**src/logic/rsc_params.svh**
```systemverilog
// Constants for the reset and stop release controller.
`ifndef RSC_PARAMS_SVH
`define RSC_PARAMS_SVH

// ********************************************************************
// Timing
// ********************************************************************
// Stopped-clock interval after release, in slow oscillator periods.
`define RSC_STOP_CLK_PERIODS   21
// Least external reset pulse width, in microseconds.
`define RSC_MIN_PIN_US         10
// System clock frequency in MHz.
`define RSC_CLOCK_MHZ          25
// Least pin pulse in clock cycles, rounded up.
`define RSC_MIN_PIN_CYCLES     (`RSC_MIN_PIN_US * `RSC_CLOCK_MHZ)
// Default oscillation stabilization count, in slow oscillator periods.
`define RSC_OSC_WAIT_DEFAULT   64

// ********************************************************************
// Reset values and addresses
// ********************************************************************
`define RSC_RESET_VECTOR_LO    16'h0000
`define RSC_RESET_VECTOR_HI    16'h0001
`define RSC_WAIT_SELECT_RESET  8'h05
`define RSC_WAIT_STATUS_RESET  8'h00
`define RSC_CAUSE_RESET        8'h00
// Bit positions within the reset cause flags.
`define RSC_CAUSE_WDOG_BIT     4
`define RSC_CAUSE_SUPPLY_BIT   0

`endif

```
**src/logic/rsc_pkg.sv**
```systemverilog
// Types shared by the reset and stop release controller.
package rsc_pkg;

  // ******************************************************************
  // Sequencer states
  // ******************************************************************
  typedef enum logic [2:0] {
    RSC_HOLD,
    RSC_STOPPED_CLOCK,
    RSC_FETCH_LO,
    RSC_FETCH_HI,
    RSC_RUN,
    RSC_STOP_MODE,
    RSC_OSC_WAIT
  } rsc_state_e;

  // What the CPU does after the stop mode is left.
  typedef enum logic [1:0] {
    RSC_RESUME_NONE,
    RSC_RESUME_SERVICE,
    RSC_RESUME_NEXT
  } rsc_resume_e;

endpackage

```
**src/logic/rsc_sync.sv**
```systemverilog
// Reset release synchroniser on the slow oscillator tick.
module rsc_sync (
  input  wire logic CLOCK,
  input  wire logic RST,
  input  wire logic reset_any,
  input  wire logic slow_tick,
  output logic      reset_sync
);

  logic stage1;

  // Assertion is immediate; release waits two slow ticks.
  always_ff @(posedge CLOCK or posedge RST) begin
    if (RST) begin
      stage1     <= 1'b1;
      reset_sync <= 1'b1;
    end else if (reset_any) begin
      stage1     <= 1'b1;
      reset_sync <= 1'b1;
    end else if (slow_tick) begin
      stage1     <= 1'b0;
      reset_sync <= stage1;
    end
  end

endmodule

```
**src/logic/rsc_reset_control.sv**
```systemverilog
// Reset merging, release sequencing and stop mode release decisions.
//
// Overview of operation
// Masked request keeps stop; pin always resets.
// Unmasked request leaves stop; service or continue.
// Four reset sources are accepted.
// Same effect; vector fetched from 0000H, 0001H.
// Low pin, overflow or detector asserts reset.
// Ports high impedance during reset and wait.
// Pin release: clock stopped 21 slow periods.
// Watchdog reset self releases, same interval.
// Detector reset releases when supply recovers.
// External party holds pin low 10 us.
// Pin reset stops crystal and slow clocks.
// Stop contents kept during reset; ports float.
// Supply drop reset spares its own detector.
// Watchdog reset also resets the watchdog.
// Wait select initialises to 05H.
// Wait status initialises to 00H.
// Stabilization wait precedes service after stop.
// Cause flags: watchdog, supply; cleared by pin/POWER_ON_CLEAR_DETECTOR/read.
// Merged reset release synchronised to slow clock.
// Each source held until its own release.
`include "rsc_params.svh"

module rsc_reset_control #(
  parameter int STOP_PERIODS = `RSC_STOP_CLK_PERIODS,
  parameter int OSC_WAIT     = `RSC_OSC_WAIT_DEFAULT
) (
  input  wire logic        CLOCK,
  input  wire logic        RST,
  input  wire logic        SLOW_TICK,
  input  wire logic        RESET_PIN_N,
  input  wire logic        WATCHDOG_OVERFLOW,
  input  wire logic        POWER_ON_CLEAR_DETECT,
  input  wire logic        SUPPLY_DROP_DETECT,
  input  wire logic        STOP_ENTER,
  input  wire logic        INTERRUPT_REQUEST,
  input  wire logic        INTERRUPT_MASK_FLAG,
  input  wire logic        INTERRUPT_PRIORITY_FLAG,
  input  wire logic        INTERRUPT_ENABLE_FLAG,
  input  wire logic        IN_SERVICE_PRIORITY_FLAG,
  input  wire logic        CAUSE_READ,
  input  wire logic [7:0]  WAIT_SELECT_WRITE_DATA,
  input  wire logic        WAIT_SELECT_WRITE,
  output logic             CPU_RESET,
  output logic             CPU_CLOCK_ENABLE,
  output logic             CLOCKS_STOPPED,
  output logic             PORTS_HIGH_Z,
  output logic             WATCHDOG_RESET,
  output logic             SUPPLY_DETECTOR_RESET,
  output logic             STOP_CONTEXT_CLEAR,
  output logic [15:0]      VECTOR_ADDRESS,
  output logic             VECTOR_READ,
  output logic             PC_LOAD_LO,
  output logic             PC_LOAD_HI,
  output logic             IN_STOP,
  output logic             RESUME_SERVICE,
  output logic             RESUME_NEXT,
  output logic [7:0]       OSCILLATION_WAIT_SELECT,
  output logic [7:0]       OSCILLATION_WAIT_STATUS,
  output logic [7:0]       RESET_CAUSE_FLAGS
);

  // ******************************************************************
  // Merged reset and hold of each source
  // ******************************************************************
  logic                 pin_hold;
  logic                 wdog_hold;
  logic                 reset_any;
  logic                 reset_sync;
  logic                 stop_kept;
  rsc_pkg::rsc_state_e  state;
  rsc_pkg::rsc_state_e  next_state;
  rsc_pkg::rsc_resume_e resume;
  logic [7:0]           slow_count;
  logic                 wake;

  // Compares a slow-period count against a limit, used twice.
  function automatic logic count_done(input logic [7:0] count,
                                      input int         limit);
    return count >= 8'(limit - 1);
  endfunction

  // sources held
  // The watchdog pulse is short, so it is held until the next slow
  // tick; the level sources hold for as long as they stay active.
  always_ff @(posedge CLOCK or posedge RST) begin
    if (RST) begin
      wdog_hold <= 1'b0;
    end else if (WATCHDOG_OVERFLOW) begin
      wdog_hold <= 1'b1;
    end else if (SLOW_TICK) begin
      wdog_hold <= 1'b0;
    end
  end

  // level sources
  // detector release
  assign pin_hold = ~RESET_PIN_N;

  // four sources merged
  // identical effect
  assign reset_any = pin_hold | wdog_hold | POWER_ON_CLEAR_DETECT |
                     SUPPLY_DROP_DETECT;

  // synchronised release
  rsc_sync u_sync (
    .CLOCK      (CLOCK),
    .RST        (RST),
    .reset_any  (reset_any),
    .slow_tick  (SLOW_TICK),
    .reset_sync (reset_sync)
  );

  // ******************************************************************
  // Release sequencer
  // ******************************************************************
  // Stop entry is only honoured when no wake request is pending.
  // mask keeps stop
  assign wake = INTERRUPT_REQUEST & ~INTERRUPT_MASK_FLAG;

  // Next state choice; reset always wins over any interrupt flag.
  always_comb begin
    next_state = state;
    unique case (state)
      rsc_pkg::RSC_HOLD: begin
        if (!reset_sync) next_state = rsc_pkg::RSC_STOPPED_CLOCK;
      end
      rsc_pkg::RSC_STOPPED_CLOCK: begin
        if (SLOW_TICK && count_done(slow_count, STOP_PERIODS))
          next_state = rsc_pkg::RSC_FETCH_LO;
      end
      rsc_pkg::RSC_FETCH_LO:  next_state = rsc_pkg::RSC_FETCH_HI;
      rsc_pkg::RSC_FETCH_HI:  next_state = rsc_pkg::RSC_RUN;
      rsc_pkg::RSC_RUN: begin
        if (STOP_ENTER && !wake) next_state = rsc_pkg::RSC_STOP_MODE;
      end
      rsc_pkg::RSC_STOP_MODE: begin
        if (wake) next_state = rsc_pkg::RSC_OSC_WAIT;
      end
      rsc_pkg::RSC_OSC_WAIT: begin
        if (SLOW_TICK && count_done(slow_count, OSC_WAIT))
          next_state = rsc_pkg::RSC_RUN;
      end
      default: next_state = rsc_pkg::RSC_HOLD;
    endcase
    if (reset_sync) next_state = rsc_pkg::RSC_HOLD;
  end

  always_ff @(posedge CLOCK or posedge RST) begin
    if (RST) state <= rsc_pkg::RSC_HOLD;
    else     state <= next_state;
  end

  // stopped-clock count
  // same interval
  // stabilization wait
  // One count serves both waits, which never follow each other directly.
  always_ff @(posedge CLOCK or posedge RST) begin
    if (RST) begin
      slow_count <= 8'h00;
    end else if (state != rsc_pkg::RSC_STOPPED_CLOCK &&
                 state != rsc_pkg::RSC_OSC_WAIT) begin
      slow_count <= 8'h00;
    end else if (SLOW_TICK) begin
      slow_count <= slow_count + 8'h01;
    end
  end

  // service decision
  // The decision is latched at wake so later flag changes do not move it.
  always_ff @(posedge CLOCK or posedge RST) begin
    if (RST) begin
      resume <= rsc_pkg::RSC_RESUME_NONE;
    end else if (reset_sync) begin
      resume <= rsc_pkg::RSC_RESUME_NONE;
    end else if (state == rsc_pkg::RSC_STOP_MODE && wake) begin
      if (INTERRUPT_ENABLE_FLAG &&
          (!INTERRUPT_PRIORITY_FLAG || IN_SERVICE_PRIORITY_FLAG))
        resume <= rsc_pkg::RSC_RESUME_SERVICE;
      else
        resume <= rsc_pkg::RSC_RESUME_NEXT;
    end else if (state == rsc_pkg::RSC_RUN) begin
      resume <= rsc_pkg::RSC_RESUME_NONE;
    end
  end

  // Resume strobes last exactly one cycle, when the wait ends.
  assign RESUME_SERVICE = state == rsc_pkg::RSC_OSC_WAIT &&
                          next_state == rsc_pkg::RSC_RUN &&
                          resume == rsc_pkg::RSC_RESUME_SERVICE;
  assign RESUME_NEXT    = state == rsc_pkg::RSC_OSC_WAIT &&
                          next_state == rsc_pkg::RSC_RUN &&
                          resume == rsc_pkg::RSC_RESUME_NEXT;

  // ******************************************************************
  // Control outputs
  // ******************************************************************
  // Registered so the pins see no decode glitches.
  always_ff @(posedge CLOCK or posedge RST) begin
    if (RST) begin
      CPU_RESET        <= 1'b1;
      CPU_CLOCK_ENABLE <= 1'b0;
      PORTS_HIGH_Z     <= 1'b1;
      IN_STOP          <= 1'b0;
      stop_kept        <= 1'b0;
    end else begin
      CPU_RESET        <= next_state == rsc_pkg::RSC_HOLD ||
                          next_state == rsc_pkg::RSC_STOPPED_CLOCK;
      CPU_CLOCK_ENABLE <= next_state == rsc_pkg::RSC_RUN ||
                          next_state == rsc_pkg::RSC_FETCH_LO ||
                          next_state == rsc_pkg::RSC_FETCH_HI;
      // ports floated
      // ports float too
      PORTS_HIGH_Z     <= next_state == rsc_pkg::RSC_HOLD ||
                          next_state == rsc_pkg::RSC_STOPPED_CLOCK;
      IN_STOP          <= next_state == rsc_pkg::RSC_STOP_MODE ||
                          next_state == rsc_pkg::RSC_OSC_WAIT;
      // reset in stop
      stop_kept        <= reset_sync && (stop_kept || IN_STOP);
    end
  end

  // oscillators stopped
  assign CLOCKS_STOPPED = pin_hold;

  // watchdog self reset
  // detector spared
  // A supply-drop reset leaves the detector and its control alone.
  assign WATCHDOG_RESET        = reset_any;
  assign SUPPLY_DETECTOR_RESET = pin_hold | wdog_hold | POWER_ON_CLEAR_DETECT;

  // stop contents held
  // Only a reset arriving outside stop clears the stop context.
  assign STOP_CONTEXT_CLEAR = reset_sync & ~IN_STOP & ~stop_kept;

  // vector fetch
  always_ff @(posedge CLOCK or posedge RST) begin
    if (RST) begin
      VECTOR_ADDRESS <= `RSC_RESET_VECTOR_LO;
      VECTOR_READ    <= 1'b0;
      PC_LOAD_LO     <= 1'b0;
      PC_LOAD_HI     <= 1'b0;
    end else begin
      VECTOR_ADDRESS <= next_state == rsc_pkg::RSC_FETCH_HI ?
                        `RSC_RESET_VECTOR_HI : `RSC_RESET_VECTOR_LO;
      VECTOR_READ    <= next_state == rsc_pkg::RSC_FETCH_LO ||
                        next_state == rsc_pkg::RSC_FETCH_HI;
      PC_LOAD_LO     <= next_state == rsc_pkg::RSC_FETCH_LO;
      PC_LOAD_HI     <= next_state == rsc_pkg::RSC_FETCH_HI;
    end
  end

  // ******************************************************************
  // Oscillation wait registers
  // ******************************************************************
  // select reset value
  always_ff @(posedge CLOCK or posedge RST) begin
    if (RST) begin
      OSCILLATION_WAIT_SELECT <= `RSC_WAIT_SELECT_RESET;
    end else if (reset_sync) begin
      OSCILLATION_WAIT_SELECT <= `RSC_WAIT_SELECT_RESET;
    end else if (WAIT_SELECT_WRITE) begin
      OSCILLATION_WAIT_SELECT <= WAIT_SELECT_WRITE_DATA;
    end
  end

  // status reset value
  always_ff @(posedge CLOCK or posedge RST) begin
    if (RST) begin
      OSCILLATION_WAIT_STATUS <= `RSC_WAIT_STATUS_RESET;
    end else if (reset_sync) begin
      OSCILLATION_WAIT_STATUS <= `RSC_WAIT_STATUS_RESET;
    end else if (state == rsc_pkg::RSC_OSC_WAIT) begin
      OSCILLATION_WAIT_STATUS <= slow_count;
    end
  end

  // ******************************************************************
  // Reset cause flags
  // ******************************************************************
  // cause recording
  // A set wins over a read clear in the same cycle; pin and POWER_ON_CLEAR_DETECTOR clear.
  always_ff @(posedge CLOCK or posedge RST) begin
    if (RST) begin
      RESET_CAUSE_FLAGS <= `RSC_CAUSE_RESET;
    end else if (pin_hold | POWER_ON_CLEAR_DETECT) begin
      RESET_CAUSE_FLAGS <= `RSC_CAUSE_RESET;
    end else begin
      if (wdog_hold)
        RESET_CAUSE_FLAGS[`RSC_CAUSE_WDOG_BIT] <= 1'b1;
      else if (CAUSE_READ)
        RESET_CAUSE_FLAGS[`RSC_CAUSE_WDOG_BIT] <= 1'b0;
      if (SUPPLY_DROP_DETECT)
        RESET_CAUSE_FLAGS[`RSC_CAUSE_SUPPLY_BIT] <= 1'b1;
      else if (CAUSE_READ)
        RESET_CAUSE_FLAGS[`RSC_CAUSE_SUPPLY_BIT] <= 1'b0;
    end
  end

endmodule

```
**config.mk**
```make
export PLATFORM = sky130hd
export DESIGN_NAME = rsc_reset_control
export DESIGN_NICKNAME = d
export VERILOG_FILES = /design/src/logic/rsc_pkg.sv /design/src/logic/rsc_sync.sv /design/src/logic/rsc_reset_control.sv
export VERILOG_INCLUDE_DIRS = /design/src /design/src/logic
export SDC_FILE = /design/constraint.sdc
export NUM_CORES = 1
export LEC_CHECK = 0
export BUFFER_PORTS_ARGS = -buffer_cell sky130_fd_sc_hd__clkbuf_2
export CAP_MARGIN = 0
export CORE_ASPECT_RATIO = 0.9
export CORE_MARGIN = 4
export CORE_UTILIZATION = 49
export CTS_BUF_LIST = sky130_fd_sc_hd__clkbuf_16
export DETAILED_ROUTE_END_ITERATION = 10
export PLACE_DENSITY = 0.79
export SYNTH_ARGS = -nofsm -noshare
export SYNTH_HDL_FRONTEND = slang
export SYNTH_SLANG_ARGS = --single-unit
```
**constraint.sdc**
```tcl
create_clock -name CLOCK -period 2.1 [get_ports CLOCK]
set_input_delay 0.105 -clock CLOCK [delete_from_list [all_inputs] [get_ports CLOCK]]
set_output_delay 0.105 -clock CLOCK [all_outputs]
set_load 0.1 [all_outputs]
```
Yosys cells after proc, flatten, opt, wreduce, memory -nomap -nowiden --
Cells that the tools add are included.
Cells by class: $add $sub $neg 1, $lt $le $gt $ge 2, equal/unequal tests 16, mux-type cells 27, bitwise operators 11, reductions and logical operators 29
Operator list (count):
- two-way mux 8 bit | 6
- case mux 3 bit (7 select lines) | 1
- == test 3 bit (second input constant) | 6
- two-way mux 3 bit | 5
- == test 3 x 2 -> 1 bit (second input constant) | 4
- two-way mux 1 bit | 11
- logical AND 1 bit | 10
- nonzero test 2 bit | 5
- nonzero test 3 bit | 3
- adder 8 x 1 -> 8 bit (second input constant) | 1
- greater-or-equal comparator 8 x 5 -> 1 bit (second input constant) | 1
- greater-or-equal comparator 8 x 6 -> 1 bit (second input constant) | 1
- two-way mux 2 bit | 4
- logical OR 1 bit | 7
- == test 3 x 1 -> 1 bit (second input constant) | 2
- logical NOT 3 bit | 2
- NOT 1 bit | 4
- bitwise OR 1 bit | 4
- AND 1 bit | 3
- inequality test 3 x 1 -> 1 bit (second input constant) | 1
- inequality test 3 bit (second input constant) | 1
- == test 2 x 1 -> 1 bit (second input constant) | 1
- == test 2 bit (second input constant) | 1
- logical NOT 1 bit | 2
Storage, ports and cells: register bits after elaboration 42, input port bits 23, output and inout bits 53, word-level logic and storage cells 104

Depth between registers and ports, before layout --
Gate-level depths: netlist of run 1.
depth in word-level cells 10, gate-level depth with buffers 6

By module --
Synthesis of run 1 repeated with hierarchy kept, for this count alone.
Unflattened totals: cell total of the unflattened synthesis 213, area total of the unflattened synthesis 2167.1 sq um
Modules (own cells, without submodules):
- rsc_reset_control | instances 1, cells an instance 206, area each 2084.5 sq um, seq. area each 979.7 sq um
- rsc_sync | instances 1, cells an instance 7, area each 82.6 sq um, seq. area each 52.6 sq um

Least setup slack after synthesis of run 1 --
Ideal clock, no wire load.
path type register to output, start point register state[1], end point output RESUME_NEXT, arrival time 3.352 ns, data required time 1.995 ns, setup slack -1.357 ns, stages on the path, launching flop included 6, path buffers 1, cells stage by stage dfrtp_1 -> buf_6 -> nor2b_1 -> a22o_1 -> a311o_2 -> nor3_1
Between the ends: word-level cells in the longest chain between the ends 6, elaborated cells between the ends (all ways) 16, classes of those cells eq/ne (7); mux (6); reduce/logical (3)
RTL lines:
- start: declaration | line rsc_reset_control.sv:73 | rsc_pkg::rsc_state_e state;
- start signal: assignment | line rsc_reset_control.sv:152 | if (RST) state <= rsc_pkg::RSC_HOLD;
- start signal: assignment | line rsc_reset_control.sv:153 | else state <= next_state;
- == test 3 bit, or another cell as far along | line rsc_reset_control.sv:126, rsc_reset_control.sv:193
- case mux 3 bit (7 select lines) | line rsc_reset_control.sv:126 | unique case (state)
- two-way mux 3 bit | line rsc_reset_control.sv:148 | if (reset_sync) next_state = rsc_pkg::RSC_HOLD;
- == test 3 bit | line rsc_reset_control.sv:194 | next_state == rsc_pkg::RSC_RUN &&
- logical AND 1 bit (*) | line rsc_reset_control.sv:193 | assign RESUME_NEXT = state == rsc_pkg::RSC_OSC_WAIT &&
- logical AND 1 bit (*) | line rsc_reset_control.sv:194
- end: declaration | line rsc_reset_control.sv:59 | output logic RESUME_NEXT,
Every way passes the cells marked *; elsewhere a longest branch is shown, timed or not.

Final worst setup path of run 1 --
start point register slow_count[7], end point output RESUME_NEXT
Between the ends: word-level cells in the longest chain between the ends 8, elaborated cells between the ends (all ways) 11, classes of those cells order compare (2); eq/ne (1); mux (4); reduce/logical (4)
RTL lines:
- start: declaration | line rsc_reset_control.sv:76 | logic [7:0] slow_count;
- start signal: assignment | line rsc_reset_control.sv:167 | slow_count <= slow_count + 8'h01;
- greater-or-equal comparator 8 x 6 -> 1 bit or greater-or-equal comparator 8 x 5 -> 1 bit (tied branches) | line rsc_reset_control.sv:82 | return count >= 8'(limit - 1);
- logical AND 1 bit (on tied branches) | line rsc_reset_control.sv:143, rsc_reset_control.sv:131
- two-way mux 3 bit (on tied branches) | line rsc_reset_control.sv:143, rsc_reset_control.sv:131
- case mux 3 bit (7 select lines) (*) | line rsc_reset_control.sv:126
- two-way mux 3 bit (*) | line rsc_reset_control.sv:148
- == test 3 bit (*) | line rsc_reset_control.sv:194
- logical AND 1 bit (*) | line rsc_reset_control.sv:193
- logical AND 1 bit (*) | line rsc_reset_control.sv:194
Marked as above.

==> results of run 1 <==
worst paths after layout:
| kind | cells after the start | end |
|---|---|---|
| worst max-delay path | 5 | RESUME_NEXT |
| worst min-delay path | 2 | OSCILLATION_WAIT_SELECT[0] |
| worst max register to register | 5 | CPU_CLOCK_ENABLE |
| worst min register to register | 2 | OSCILLATION_WAIT_STATUS[5] |
| max in group asynchronous | 4 | state[2] |
| min in group asynchronous | 4 | PC_LOAD_HI |
metrics by stage:
stage / setup slack [ns] / power [mW]
2_1_floorplan: -0.111 / 1.07
3_3_place_gp: 0.188 / 1.07
3_5_place_dp: 0.158 / 1.07
4_1_cts: 0.0302 / 1.81
5_1_grt: -0.0677 / 1.86
6_report: -0.00327 / 1.80
power groups by stage:
stage                     Sequential, mW  Clock [mW]  Combinational, mW
after floorplan                    0.824           0              0.245
after global placement             0.811           0              0.260
after detailed placement           0.811           0              0.262
after CTS                          0.797       0.745              0.266
after global routing               0.797       0.781              0.278
final                              0.797       0.741              0.266
what timing repair did:
item | in CTS | in global routing
pin swaps | 1 | 4
endpoints found under the setup margin | 2 | 2
hold buffers | 2 | 0
setup buffers | 5 | 9
gates resized for setup | 7 | 4
hold endpoints to repair | 37 | 0
layout by cell type, fill, tap and decap left out, types with 3 or more instances in the layout:
| cell type | count |
|---|---|
| dfrtp_2 | 3 |
| inv_1 | 8 |
| xor2_1 | 3 |
| o21ai_0 | 3 |
| nor2_1 | 23 |
| dfstp_2 | 5 |
| clkbuf_16 | 5 |
| nor3_1 | 3 |
| clkbuf_2 | 53 |
| mux2i_1 | 8 |
| nand2_1 | 22 |
| xnor2_1 | 4 |
| conb_1 | 21 |
| nand2b_1 | 4 |
| dfrtp_1 | 33 |
| buf_4 | 23 |
| a21oi_1 | 14 |
| and2_1 | 6 |
cell families after synthesis:
logic type | Yosys count | share of synthesized area
other | 1 | 0.00181
and+or+nand+nor | 77 | 0.181
muxes | 9 | 0.0459
adders and majority gates | 2 | 0.0121
DFF | 41 | 0.498
buffers and inverters | 40 | 0.119
xor gates and xnor gates | 7 | 0.0296
AOI/OAI and AO/OA | 35 | 0.112
flip-flops by register name (all words and copies together) (netlist names), 2 cells and up:
register / flops
slow_count: 8
state: 3
OSCILLATION_WAIT_STATUS: 8
RESET_CAUSE_FLAGS: 2
OSCILLATION_WAIT_SELECT: 8
resume: 2
routing by layer:
metal  vias to the layer above  track usage
li1                        809            -
met1                       810        0.216
met2                        78        0.273
met3                        16       0.0390
met4                         0       0.0865
met5                         -            0
critical path: stages (launching register included):
cell,delay [ns]
dfrtp_1,0.44
nor3_1,0.19
a21oi_1,0.17
a311o_2,0.48
nor3_4,0.24
buf_12,0.20
final cells by class:
| cell class | instances | area [sq um] | share of cell area |
|---|---|---|---|
| Clock buffer | 5 | 125 | 0.0460 |
| Clock inverter | 3 | 17.5 | 0.00644 |
| Inverter | 8 | 30.0 | 0.0110 |
| Multi-Input combinational cell | 151 | 952 | 0.350 |
| Timing Repair Buffer | 80 | 498 | 0.183 |
| Tap cell | 48 | 60.1 | 0.0221 |
| Sequential cell | 41 | 1040 | 0.381 |
==> summary.txt, run 1 <==
PLACED DESIGN
----------------------------------------------------------------------------------------
Standard cell area after detailed placement ...............................   2400 sq um
Dpl hpwl .................................................................. 3120 microns
Buffers added on ports ....................................................           54
Routability congestion estimate ...........................................        0.809
Cell count after placement ................................................          312

OUTCOME
----------------------------------------------------------------------------------------
Run status ................................................................ finished with violations
Violated checks ........................................................... negative setup slack

TIMING
----------------------------------------------------------------------------------------
Worst Hold Margin .........................................................    0.0438 ns
Post-route minimum period .................................................      2.10 ns
RSZ-0062 raised after global routing ......................................          yes
Max Freq ..................................................................      475 MHz
Portion of the clock cycle consumed by the worst path in the final layout .         1.00
Worst Clk Skew ............................................................   0.00476 ns
Measured slew at the worst slew-check pin .................................     0.552 ns
Final setup viols .........................................................            1
Setup TNS .................................................................  -0.00327 ns
Max_slew headroom .........................................................        0.634
Final setup slack of the worst path .......................................  -0.00327 ns
Number of failing hold endpoints at the final stage .......................            0
Number of max-slew violations in the final report .........................            0

SETUP PATH
----------------------------------------------------------------------------------------
Worst-case register-to-register setup slack ...............................      0.24 ns
Endpoint kind of the worst setup timing path ..............................   output pin
Type of the setup path with the least slack ............................... flip-flop to output pin
Crit Reg-Reg Startpoint ................................................... slow_count[7]
Startpoint Class ..........................................................    flip-flop
Endpoint arrival time on the critical path ................................      2.00 ns
Maximum fanout along the worst path .......................................            4
Worst setup path startpoint ............................................... slow_count[7]
Critical path data required time ..........................................      2.00 ns

SYNTH
----------------------------------------------------------------------------------------
Largest area contributor in the synthesized netlist .......................      dfrtp_1
Number of distinct library cells after synthesis ..........................           44
Post-synth ARST share .....................................................         1.00
Mean cell area of the mapped netlist ......................................   9.77 sq um
Post-synth top flop .......................................................      dfrtp_1
YS warnings ...............................................................            0
Total of flip-flops plus latches after synthesis ..........................           41
Most numerous cell types in the synthesized netlist ....................... dfrtp_1, buf_4, nand2_1, nor2_1, a21oi_1
Mapped cell area ..........................................................   2070 sq um
Most instantiated library cell after synthesis ............................      dfrtp_1
Number of flops mapped to enable cells by yosys ...........................            0
Cell types with the largest area share after synthesis .................... dfrtp_1, buf_4, dfstp_2, nand2_1, nor2_1
Sequential area share after synthesis .....................................        0.498
Area share of the leading cell type in the synthesized netlist ............        0.435
Number of instances in the synthesized netlist ............................          212

FINAL LAYOUT
----------------------------------------------------------------------------------------
Area Overhead vs Synth ....................................................        31.3%
Utilization after layout ..................................................        0.667
Number of nets in the final layout ........................................          312
Share of final-layout standard cells stronger than drive strength 1 .......        0.382
Antenna cells .............................................................            0
Cell area after layout ....................................................   2720 sq um
Non-filler instance count after layout ....................................          336
Fillcell total ............................................................          301

GLOBAL ROUTING
----------------------------------------------------------------------------------------
Initial antenna violation count ...........................................            0
Number of global-route vias before repair .................................         1559
Wire length of the first global-routing pass .............................. 7220 microns
Maximum number of pins on one net before global-route repair ..............           42
All-Layer GR Usage ........................................................        0.170
Overflow after GRT ........................................................            0

POWER
----------------------------------------------------------------------------------------
Switching Fraction ........................................................        0.300
Internal power ............................................................      1.26 mW
Net Switching .............................................................     0.542 mW
Leakage power summed over all cells .......................................      1.32 nW
Power share of the clock group ............................................        0.411
Worst-case vdd ir drop ....................................................     0.428 mV
Logic pwr share ...........................................................        0.147
Power Dens Cells ..........................................................  663 nW/um^2
Proportion of power drawn by flip-flops and latches .......................        0.442

DIE
----------------------------------------------------------------------------------------
Area of the placeable core ................................................   4070 sq um
Std cell rows .............................................................           22
Die Span Y ................................................................ 69.7 microns
Initial Util ..............................................................        0.508
Die area ..................................................................   5330 sq um
Die X-Extent .............................................................. 76.5 microns
Num ports .................................................................           76

DRT
----------------------------------------------------------------------------------------
Routed wl met2 ............................................................ 2370 microns
Met1 Routed Length ........................................................ 1980 microns
Number of iterations in the first detailed-routing pass ...................            4
Detailed route wirelength on metal3 .......................................  340 microns
Drt drc ...................................................................            0
Post-Route WL ............................................................. 4820 microns
Highest metal layer used by the detailed router ...........................         met4
Ratio of routed vias to standard cells ....................................         5.10
Routed wire length per instance ........................................... 14.3 microns
Number of DRC markers in iteration 0 ......................................           97
Via count .................................................................         1713
Number of routed nets with antenna violations .............................            0

CLOCK TREE
----------------------------------------------------------------------------------------
TritonCTS clock tree ......................................................         done
Clock slew seen by the registers of the worst setup and hold paths ........      0.06 ns
Clock buffers created by TritonCTS ........................................            5
Number of clock sinks .....................................................           41
Root buffer cell ..........................................................    clkbuf_16
CTS H-Tree Depth ..........................................................            2
Max clock buf depth .......................................................            2
Worst skew pair latency ...................................................      0.29 ns

JOB
----------------------------------------------------------------------------------------
Max-cap violation count ...................................................            0

WORST HOLD PATH
----------------------------------------------------------------------------------------
Hold Path Class ........................................................... input pin to flip-flop
Hold Crit Start ........................................................... WAIT_SELECT_WRITE_DATA[0]

Power figures use the tool's default switching activity.
==> run 2: changes to the inputs <==
--- a/config.mk
+++ b/config.mk
@@ -17,3 +17,4 @@
 export SYNTH_ARGS = -nofsm -noshare
 export SYNTH_HDL_FRONTEND = slang
 export SYNTH_SLANG_ARGS = --single-unit
+export TNS_END_PERCENT = 50
==> run 2 against run 1 <==
Net effect:
- the flow now finishes without violations
- clock skew is 0.0012 ns higher
- combinational power barely moved
- sequential power hardly changed
- clock power rose by 12%
- wire length is 11% lower
- count of clock-buffer cells in the layout unchanged
- critical endpoint unchanged
- largest cell class unchanged
==> summary.txt, run 2 (synthesis results as in run 1) <==
SETUP PATH
----------------------------------------------------------------------------------------
Worst-case register-to-register setup slack ...............................      0.21 ns
Critical path data required time ..........................................      2.00 ns
Crit Reg-Reg Startpoint ...................................................     state[2]
Worst-path cell with the longest stage delay ..............................      dfrtp_2
Maximum fanout along the worst path .......................................           12
Reg2Reg Depth .............................................................            5
Critical R2R Capture ...................................................... CPU_CLOCK_ENABLE
Largest stage delay on the critical path ..................................      0.50 ns
Type of the setup path with the least slack ............................... flip-flop to output pin
Endpoint arrival time on the critical path ................................      1.95 ns
Startpoint Class ..........................................................    flip-flop
Cell breakdown of the critical path ....................................... and4bb_4, a22o_1, a311o_2, nor3_4, buf_12
Endpoint kind of the worst setup timing path ..............................   output pin

TIMING
----------------------------------------------------------------------------------------
Worst Hold Margin .........................................................    0.0430 ns
Number of max-slew violations in the final report .........................            0
Worst Clk Skew ............................................................   0.00597 ns
Max Freq ..................................................................      486 MHz
RSZ-0062 raised after global routing ......................................          yes
Final setup viols .........................................................            0
Max_slew headroom .........................................................        0.636
Post-route minimum period .................................................      2.06 ns
Final setup slack of the worst path .......................................    0.0408 ns
Setup TNS .................................................................         0 ns
Portion of the clock cycle consumed by the worst path in the final layout .        0.981
Measured slew at the worst slew-check pin .................................     0.548 ns
Number of failing hold endpoints at the final stage .......................            0

CLOCK TREE
----------------------------------------------------------------------------------------
Clock slew seen by the registers of the worst setup and hold paths ........      0.06 ns
Max clock buf depth .......................................................            2
CTS H-Tree Depth ..........................................................            2
TritonCTS clock tree ......................................................         done
Root buffer cell ..........................................................    clkbuf_16
Clock buffers created by TritonCTS ........................................            5
Worst skew pair latency ...................................................      0.28 ns
Number of clock sinks .....................................................           41

WORST HOLD PATH
----------------------------------------------------------------------------------------
Hold Path Class ........................................................... input pin to flip-flop
Hold Crit Start ........................................................... WAIT_SELECT_WRITE_DATA[2]
Hold path endpoint ........................................................ OSCILLATION_WAIT_SELECT[2]
Hold depth ................................................................            2

FINAL LAYOUT
----------------------------------------------------------------------------------------
Fillcell total ............................................................          341
Commonest non-fill, non-tap cell in the layout ............................     clkbuf_2
Leading registers by flop count ........................................... OSCILLATION_WAIT_SELECT x8, OSCILLATION_WAIT_STATUS x8, slow_count x8
Number of nets in the final layout ........................................          298
Share of final-layout standard cells stronger than drive strength 1 .......        0.336
Antenna cells .............................................................            0
Area Overhead vs Synth ....................................................        26.4%
Most used cells in the layout excluding fill and tap cells ................ clkbuf_2, dfrtp_1, nor2_1, nand2_1, conb_1
Utilization after layout ..................................................        0.643

DIE
----------------------------------------------------------------------------------------
Die area ..................................................................   5330 sq um
Std cell rows .............................................................           22
Area of the placeable core ................................................   4070 sq um
Num ports .................................................................           76
Initial Util ..............................................................        0.508
Die Span Y ................................................................ 69.7 microns
Die X-Extent .............................................................. 76.5 microns

DRT
----------------------------------------------------------------------------------------
Number of iterations in the first detailed-routing pass ...................            4
Drt drc ...................................................................            0
Detailed route wirelength on metal3 .......................................  322 microns
Met1 Routed Length ........................................................ 1810 microns
Via count .................................................................         1642
Number of routed nets with antenna violations .............................            0
Highest metal layer used by the detailed router ...........................         met4
Routed wl met2 ............................................................ 2080 microns
Ratio of routed vias to standard cells ....................................         5.10
Routed wire length per instance ........................................... 13.3 microns
Number of DRC markers in iteration 0 ......................................          110
Post-Route WL ............................................................. 4280 microns

PLACED DESIGN
----------------------------------------------------------------------------------------
Dpl hpwl .................................................................. 3010 microns
Buffers added on ports ....................................................           54
Pre-CTS worst setup slack .................................................     0.118 ns
Routability congestion estimate ...........................................        0.835

POWER
----------------------------------------------------------------------------------------
Worst-case vdd ir drop ....................................................     0.419 mV
Power Dens Cells ..........................................................  723 nW/um^2
Leakage power summed over all cells .......................................      1.26 nW

GLOBAL ROUTING
----------------------------------------------------------------------------------------
Initial antenna violation count ...........................................            0
Number of global-route vias before repair .................................         1570
Wire length of the first global-routing pass .............................. 7280 microns
Overflow after GRT ........................................................            0
All-Layer GR Usage ........................................................        0.171
Maximum number of pins on one net before global-route repair ..............           42

JOB
----------------------------------------------------------------------------------------
Max-cap violation count ...................................................            0

OUTCOME
----------------------------------------------------------------------------------------
Run status ................................................................ finished, final reports clean

-- run 2: per-layer routing --
layer,vias up,global-route usage
met4,0,0.0624
met3,8,0.0545
li1,782,-
met1,782,0.216
met2,70,0.275
met5,-,0
-- run 2: stage by stage --
| stage | total power, mW | cells | area [sq um] |
|---|---|---|---|
| after global routing | 1.96 | 322 | 2620 |
| after CTS | 1.91 | 322 | 2610 |
| after detailed placement | 1.07 | 308 | 2370 |
| final | 1.89 | 322 | 2620 |
| after floorplan | 1.07 | 232 | 2180 |
| after global placement | 1.07 | 308 | 2370 |
-- run 2: layout make-up --
type / count / area (sq um) / area share
flip-flops and latches: 41 / 1040 / 0.396
inverters: 8 / 30.0 / 0.0115
multi-input cells: 151 / 933 / 0.357
repair buffers: 66 / 395 / 0.151
clock buffers: 5 / 125 / 0.0478
clock inverters: 3 / 37.5 / 0.0143
well taps: 48 / 60.1 / 0.0229
-- run 2: power breakdown --
part / switching, mW / total (mW) / internal (mW)
Combinational: 0.231 / 0.264 / 0.0327
Clock: 0.280 / 0.832 / 0.551
Sequential: 0.00236 / 0.797 / 0.795
Total: 0.514 / 1.89 / 1.38
-- run 2: critical path: cells and delay by family (launching register included) --
family | cells | cell delay [ns]
AOI/OAI and AO/OA | 2 | 0.55
buffers and inverters | 1 | 0.20
DFF | 1 | 0.50
and+or+nand+nor | 2 | 0.42
-- run 2: repair_timing --
| action | in CTS | in global routing |
|---|---|---|
| gates resized for setup | 6 | 2 |
| setup buffers | 4 | 0 |
| endpoints found under the hold margin | 37 | 0 |
| endpoints found under the setup margin | 2 | 2 |
| hold buffers | 2 | 0 |
| pin swaps | 1 | 1 |
-- run 2: how the worst max path moves through the flow --
| stage | startpoint | end | slack, ns | depth (start not counted) |
|---|---|---|---|---|
| after global routing | slow_count[1] | RESUME_NEXT | -0.02 | 6 |
| after detailed placement | slow_count[2] | RESUME_NEXT | 0.12 | 5 |
| after floorplan | state[2] | RESUME_NEXT | -0.11 | 4 |
| after global placement | slow_count[2] | RESUME_NEXT | 0.19 | 5 |
| after CTS | slow_count[2] | RESUME_NEXT | 0.02 | 5 |
| final | state[2] | RESUME_NEXT | 0.04 | 5 |
==> run 3: changes to the inputs <==
--- a/config.mk
+++ b/config.mk
@@ -14,6 +14,8 @@
 export CTS_BUF_LIST = sky130_fd_sc_hd__clkbuf_16
 export DETAILED_ROUTE_END_ITERATION = 10
 export PLACE_DENSITY = 0.79
+export RECOVER_POWER = 100
+export REMOVE_ABC_BUFFERS = 1
 export SYNTH_ARGS = -nofsm -noshare
 export SYNTH_HDL_FRONTEND = slang
 export SYNTH_SLANG_ARGS = --single-unit
==> run 3 against run 2 <==
Net effect:
- first-iteration DRC count grew 18%
- cell area fell by 0.62%
- sequential power hardly changed
- combinational power hardly changed
- power is 5.5% lower
- critical path type unchanged
- hold slack lost 0.0046 ns
- critical path depth stayed put
- count of clock-buffer cells in the layout did not move
- largest power group is now registers
- non-clock buffer count increased by 8
- clock power down 12%
- highest routed layer unchanged
==> summary.txt, run 3 (synthesis results as in run 1) <==
OUTCOME
----------------------------------------------------------------------------------------
Run status ................................................................ finished, final reports clean

SETUP PATH
----------------------------------------------------------------------------------------
Type of the setup path with the least slack ............................... flip-flop to output pin
Maximum fanout along the worst path .......................................            5
Startpoint Class ..........................................................    flip-flop
Cell breakdown of the critical path ....................................... nor2b_4, nand2_2, or4b_4, nor3_4, buf_12
Endpoint kind of the worst setup timing path ..............................   output pin
Endpoint arrival time on the critical path ................................      1.94 ns
Buffering stage count on the worst path with inverters included ...........            1
Worst-case register-to-register setup slack ...............................      0.25 ns
Worst-path cell with the longest stage delay ..............................       or4b_4
Critical path data required time ..........................................      2.00 ns
Largest stage delay on the critical path ..................................      0.50 ns
Top Family by Delay on Critical Path ...................................... simple AND/OR/NAND/NOR gates

DRT
----------------------------------------------------------------------------------------
Number of routed nets with antenna violations .............................            0
Ratio of routed vias to standard cells ....................................         5.13
Drt drc ...................................................................            0
Number of iterations in the first detailed-routing pass ...................            4
Post-Route WL ............................................................. 4510 microns
Routed wire length per instance ........................................... 13.7 microns
Via count .................................................................         1693
Number of DRC markers in iteration 0 ......................................          130

FINAL LAYOUT
----------------------------------------------------------------------------------------
Antenna cells .............................................................            0
Fillcell total ............................................................          345
Number of nets in the final layout ........................................          306
Area Overhead vs Synth ....................................................        25.6%
Leading registers by flop count ........................................... OSCILLATION_WAIT_SELECT x8, OSCILLATION_WAIT_STATUS x8, slow_count x8
Commonest non-fill, non-tap cell in the layout ............................      dfrtp_1
Non-filler instance count after layout ....................................          330
Utilization after layout ..................................................        0.639
Most used cells in the layout excluding fill and tap cells ................ dfrtp_1, clkbuf_1, clkbuf_2, nor2_1, nand2_1
Share of final-layout standard cells stronger than drive strength 1 .......        0.248

DIE
----------------------------------------------------------------------------------------
Initial Util ..............................................................        0.508
Die X-Extent .............................................................. 76.5 microns
Die Span Y ................................................................ 69.7 microns
Die area ..................................................................   5330 sq um
Area of the placeable core ................................................   4070 sq um
Std cell rows .............................................................           22
Num ports .................................................................           76

TIMING
----------------------------------------------------------------------------------------
Worst Hold Margin .........................................................    0.0384 ns
Final setup viols .........................................................            0
Number of failing hold endpoints at the final stage .......................            0
Measured slew at the worst slew-check pin .................................      1.20 ns
Worst Clk Skew ............................................................   0.00492 ns
Final setup slack of the worst path .......................................    0.0550 ns
Max Freq ..................................................................      489 MHz
Max_slew headroom .........................................................        0.205
Number of max-slew violations in the final report .........................            0
Post-route minimum period .................................................      2.04 ns
Portion of the clock cycle consumed by the worst path in the final layout .        0.974

POWER
----------------------------------------------------------------------------------------
Worst-case vdd ir drop ....................................................     0.434 mV
Power Dens Cells ..........................................................  688 nW/um^2
Final Total Pwr ...........................................................      1.79 mW
Leakage power summed over all cells .......................................      1.18 nW

CLOCK TREE
----------------------------------------------------------------------------------------
Clock slew seen by the registers of the worst setup and hold paths ........      0.06 ns
Max clock buf depth .......................................................            2
CTS H-Tree Depth ..........................................................            2
Clock buffers created by TritonCTS ........................................            5
Number of clock sinks .....................................................           41
Worst skew pair latency ...................................................      0.28 ns
Root buffer cell ..........................................................    clkbuf_16
TritonCTS clock tree ......................................................         done

GLOBAL ROUTING
----------------------------------------------------------------------------------------
Overflow after GRT ........................................................            0
Maximum number of pins on one net before global-route repair ..............           42
Initial antenna violation count ...........................................            0
Number of global-route vias before repair .................................         1569
Wire length of the first global-routing pass .............................. 7380 microns
All-Layer GR Usage ........................................................        0.175

PLACED DESIGN
----------------------------------------------------------------------------------------
Dpl hpwl .................................................................. 3030 microns
Routability congestion estimate ...........................................        0.902
Buffers added on ports ....................................................           54
Pre-CTS worst setup slack .................................................     0.154 ns
Cell count after placement ................................................          312

WORST HOLD PATH
----------------------------------------------------------------------------------------
Hold Path Class ........................................................... input pin to flip-flop

JOB
----------------------------------------------------------------------------------------
Max-cap violation count ...................................................            0

[run 3: path summary, 6_finish.rpt]
check                      cells past startpoint                         end                       from
max                                            5                 RESUME_NEXT                   state[0]
min                                            2  OSCILLATION_WAIT_SELECT[0]  WAIT_SELECT_WRITE_DATA[0]
max reg2reg                                    6            CPU_CLOCK_ENABLE                   state[2]
min reg2reg                                    1                   stop_kept                  stop_kept
max in group asynchronous                      4               slow_count[3]                        RST
min in group asynchronous                      4            CPU_CLOCK_ENABLE                        RST
[run 3: routing by layer]
layer / track usage / vias to the layer above / part of all wire
li1: - / 797 / -
met2: 0.265 / 94 / 0.45
met1: 0.228 / 788 / 0.43
met4: 0.0744 / 0 / 0.026
met3: 0.0584 / 14 / 0.092
met5: 0 / - / 0
[run 3: what timing repair did]
action	4_1_cts	5_1_grt
hold endpoints to repair	37	0
setup buffers	2	6
gates resized for setup	8	9
pin swaps	1	2
hold buffers	2	0
endpoints found under the setup margin	2	2
[run 3: final cells by class]
class / instances / area [sq um] / share of cell area
clock buffers: 5 / 125 / 0.0481
multi-input cells: 151 / 920 / 0.354
clock inverters: 3 / 17.5 / 0.00673
repair buffers: 74 / 412 / 0.158
inverters: 8 / 30.0 / 0.0115
well taps: 48 / 60.1 / 0.0231
flip-flops and latches: 41 / 1040 / 0.399
[run 3: worst reg2reg max path, stage by stage (launching register included)]
cell     delay [ns]
dfrtp_1        0.40
buf_6          0.16
inv_1          0.07
a22o_1         0.21
a311o_2        0.42
buf_4          0.18
mux2_4         0.30
[run 3: power by group]
part | internal (mW) | total [mW] | switching (mW)
Combinational | 0.0313 | 0.263 | 0.232
Clock | 0.435 | 0.730 | 0.295
Sequential | 0.794 | 0.797 | 0.00262
[run 3: through the flow]
stage / cell area, sq um / setup TNS (ns)
after global placement: 2360 / 0
final: 2600 / 0
after CTS: 2570 / 0
after global routing: 2600 / -0.0206
after detailed placement: 2360 / 0
after floorplan: 1930 / -3.83
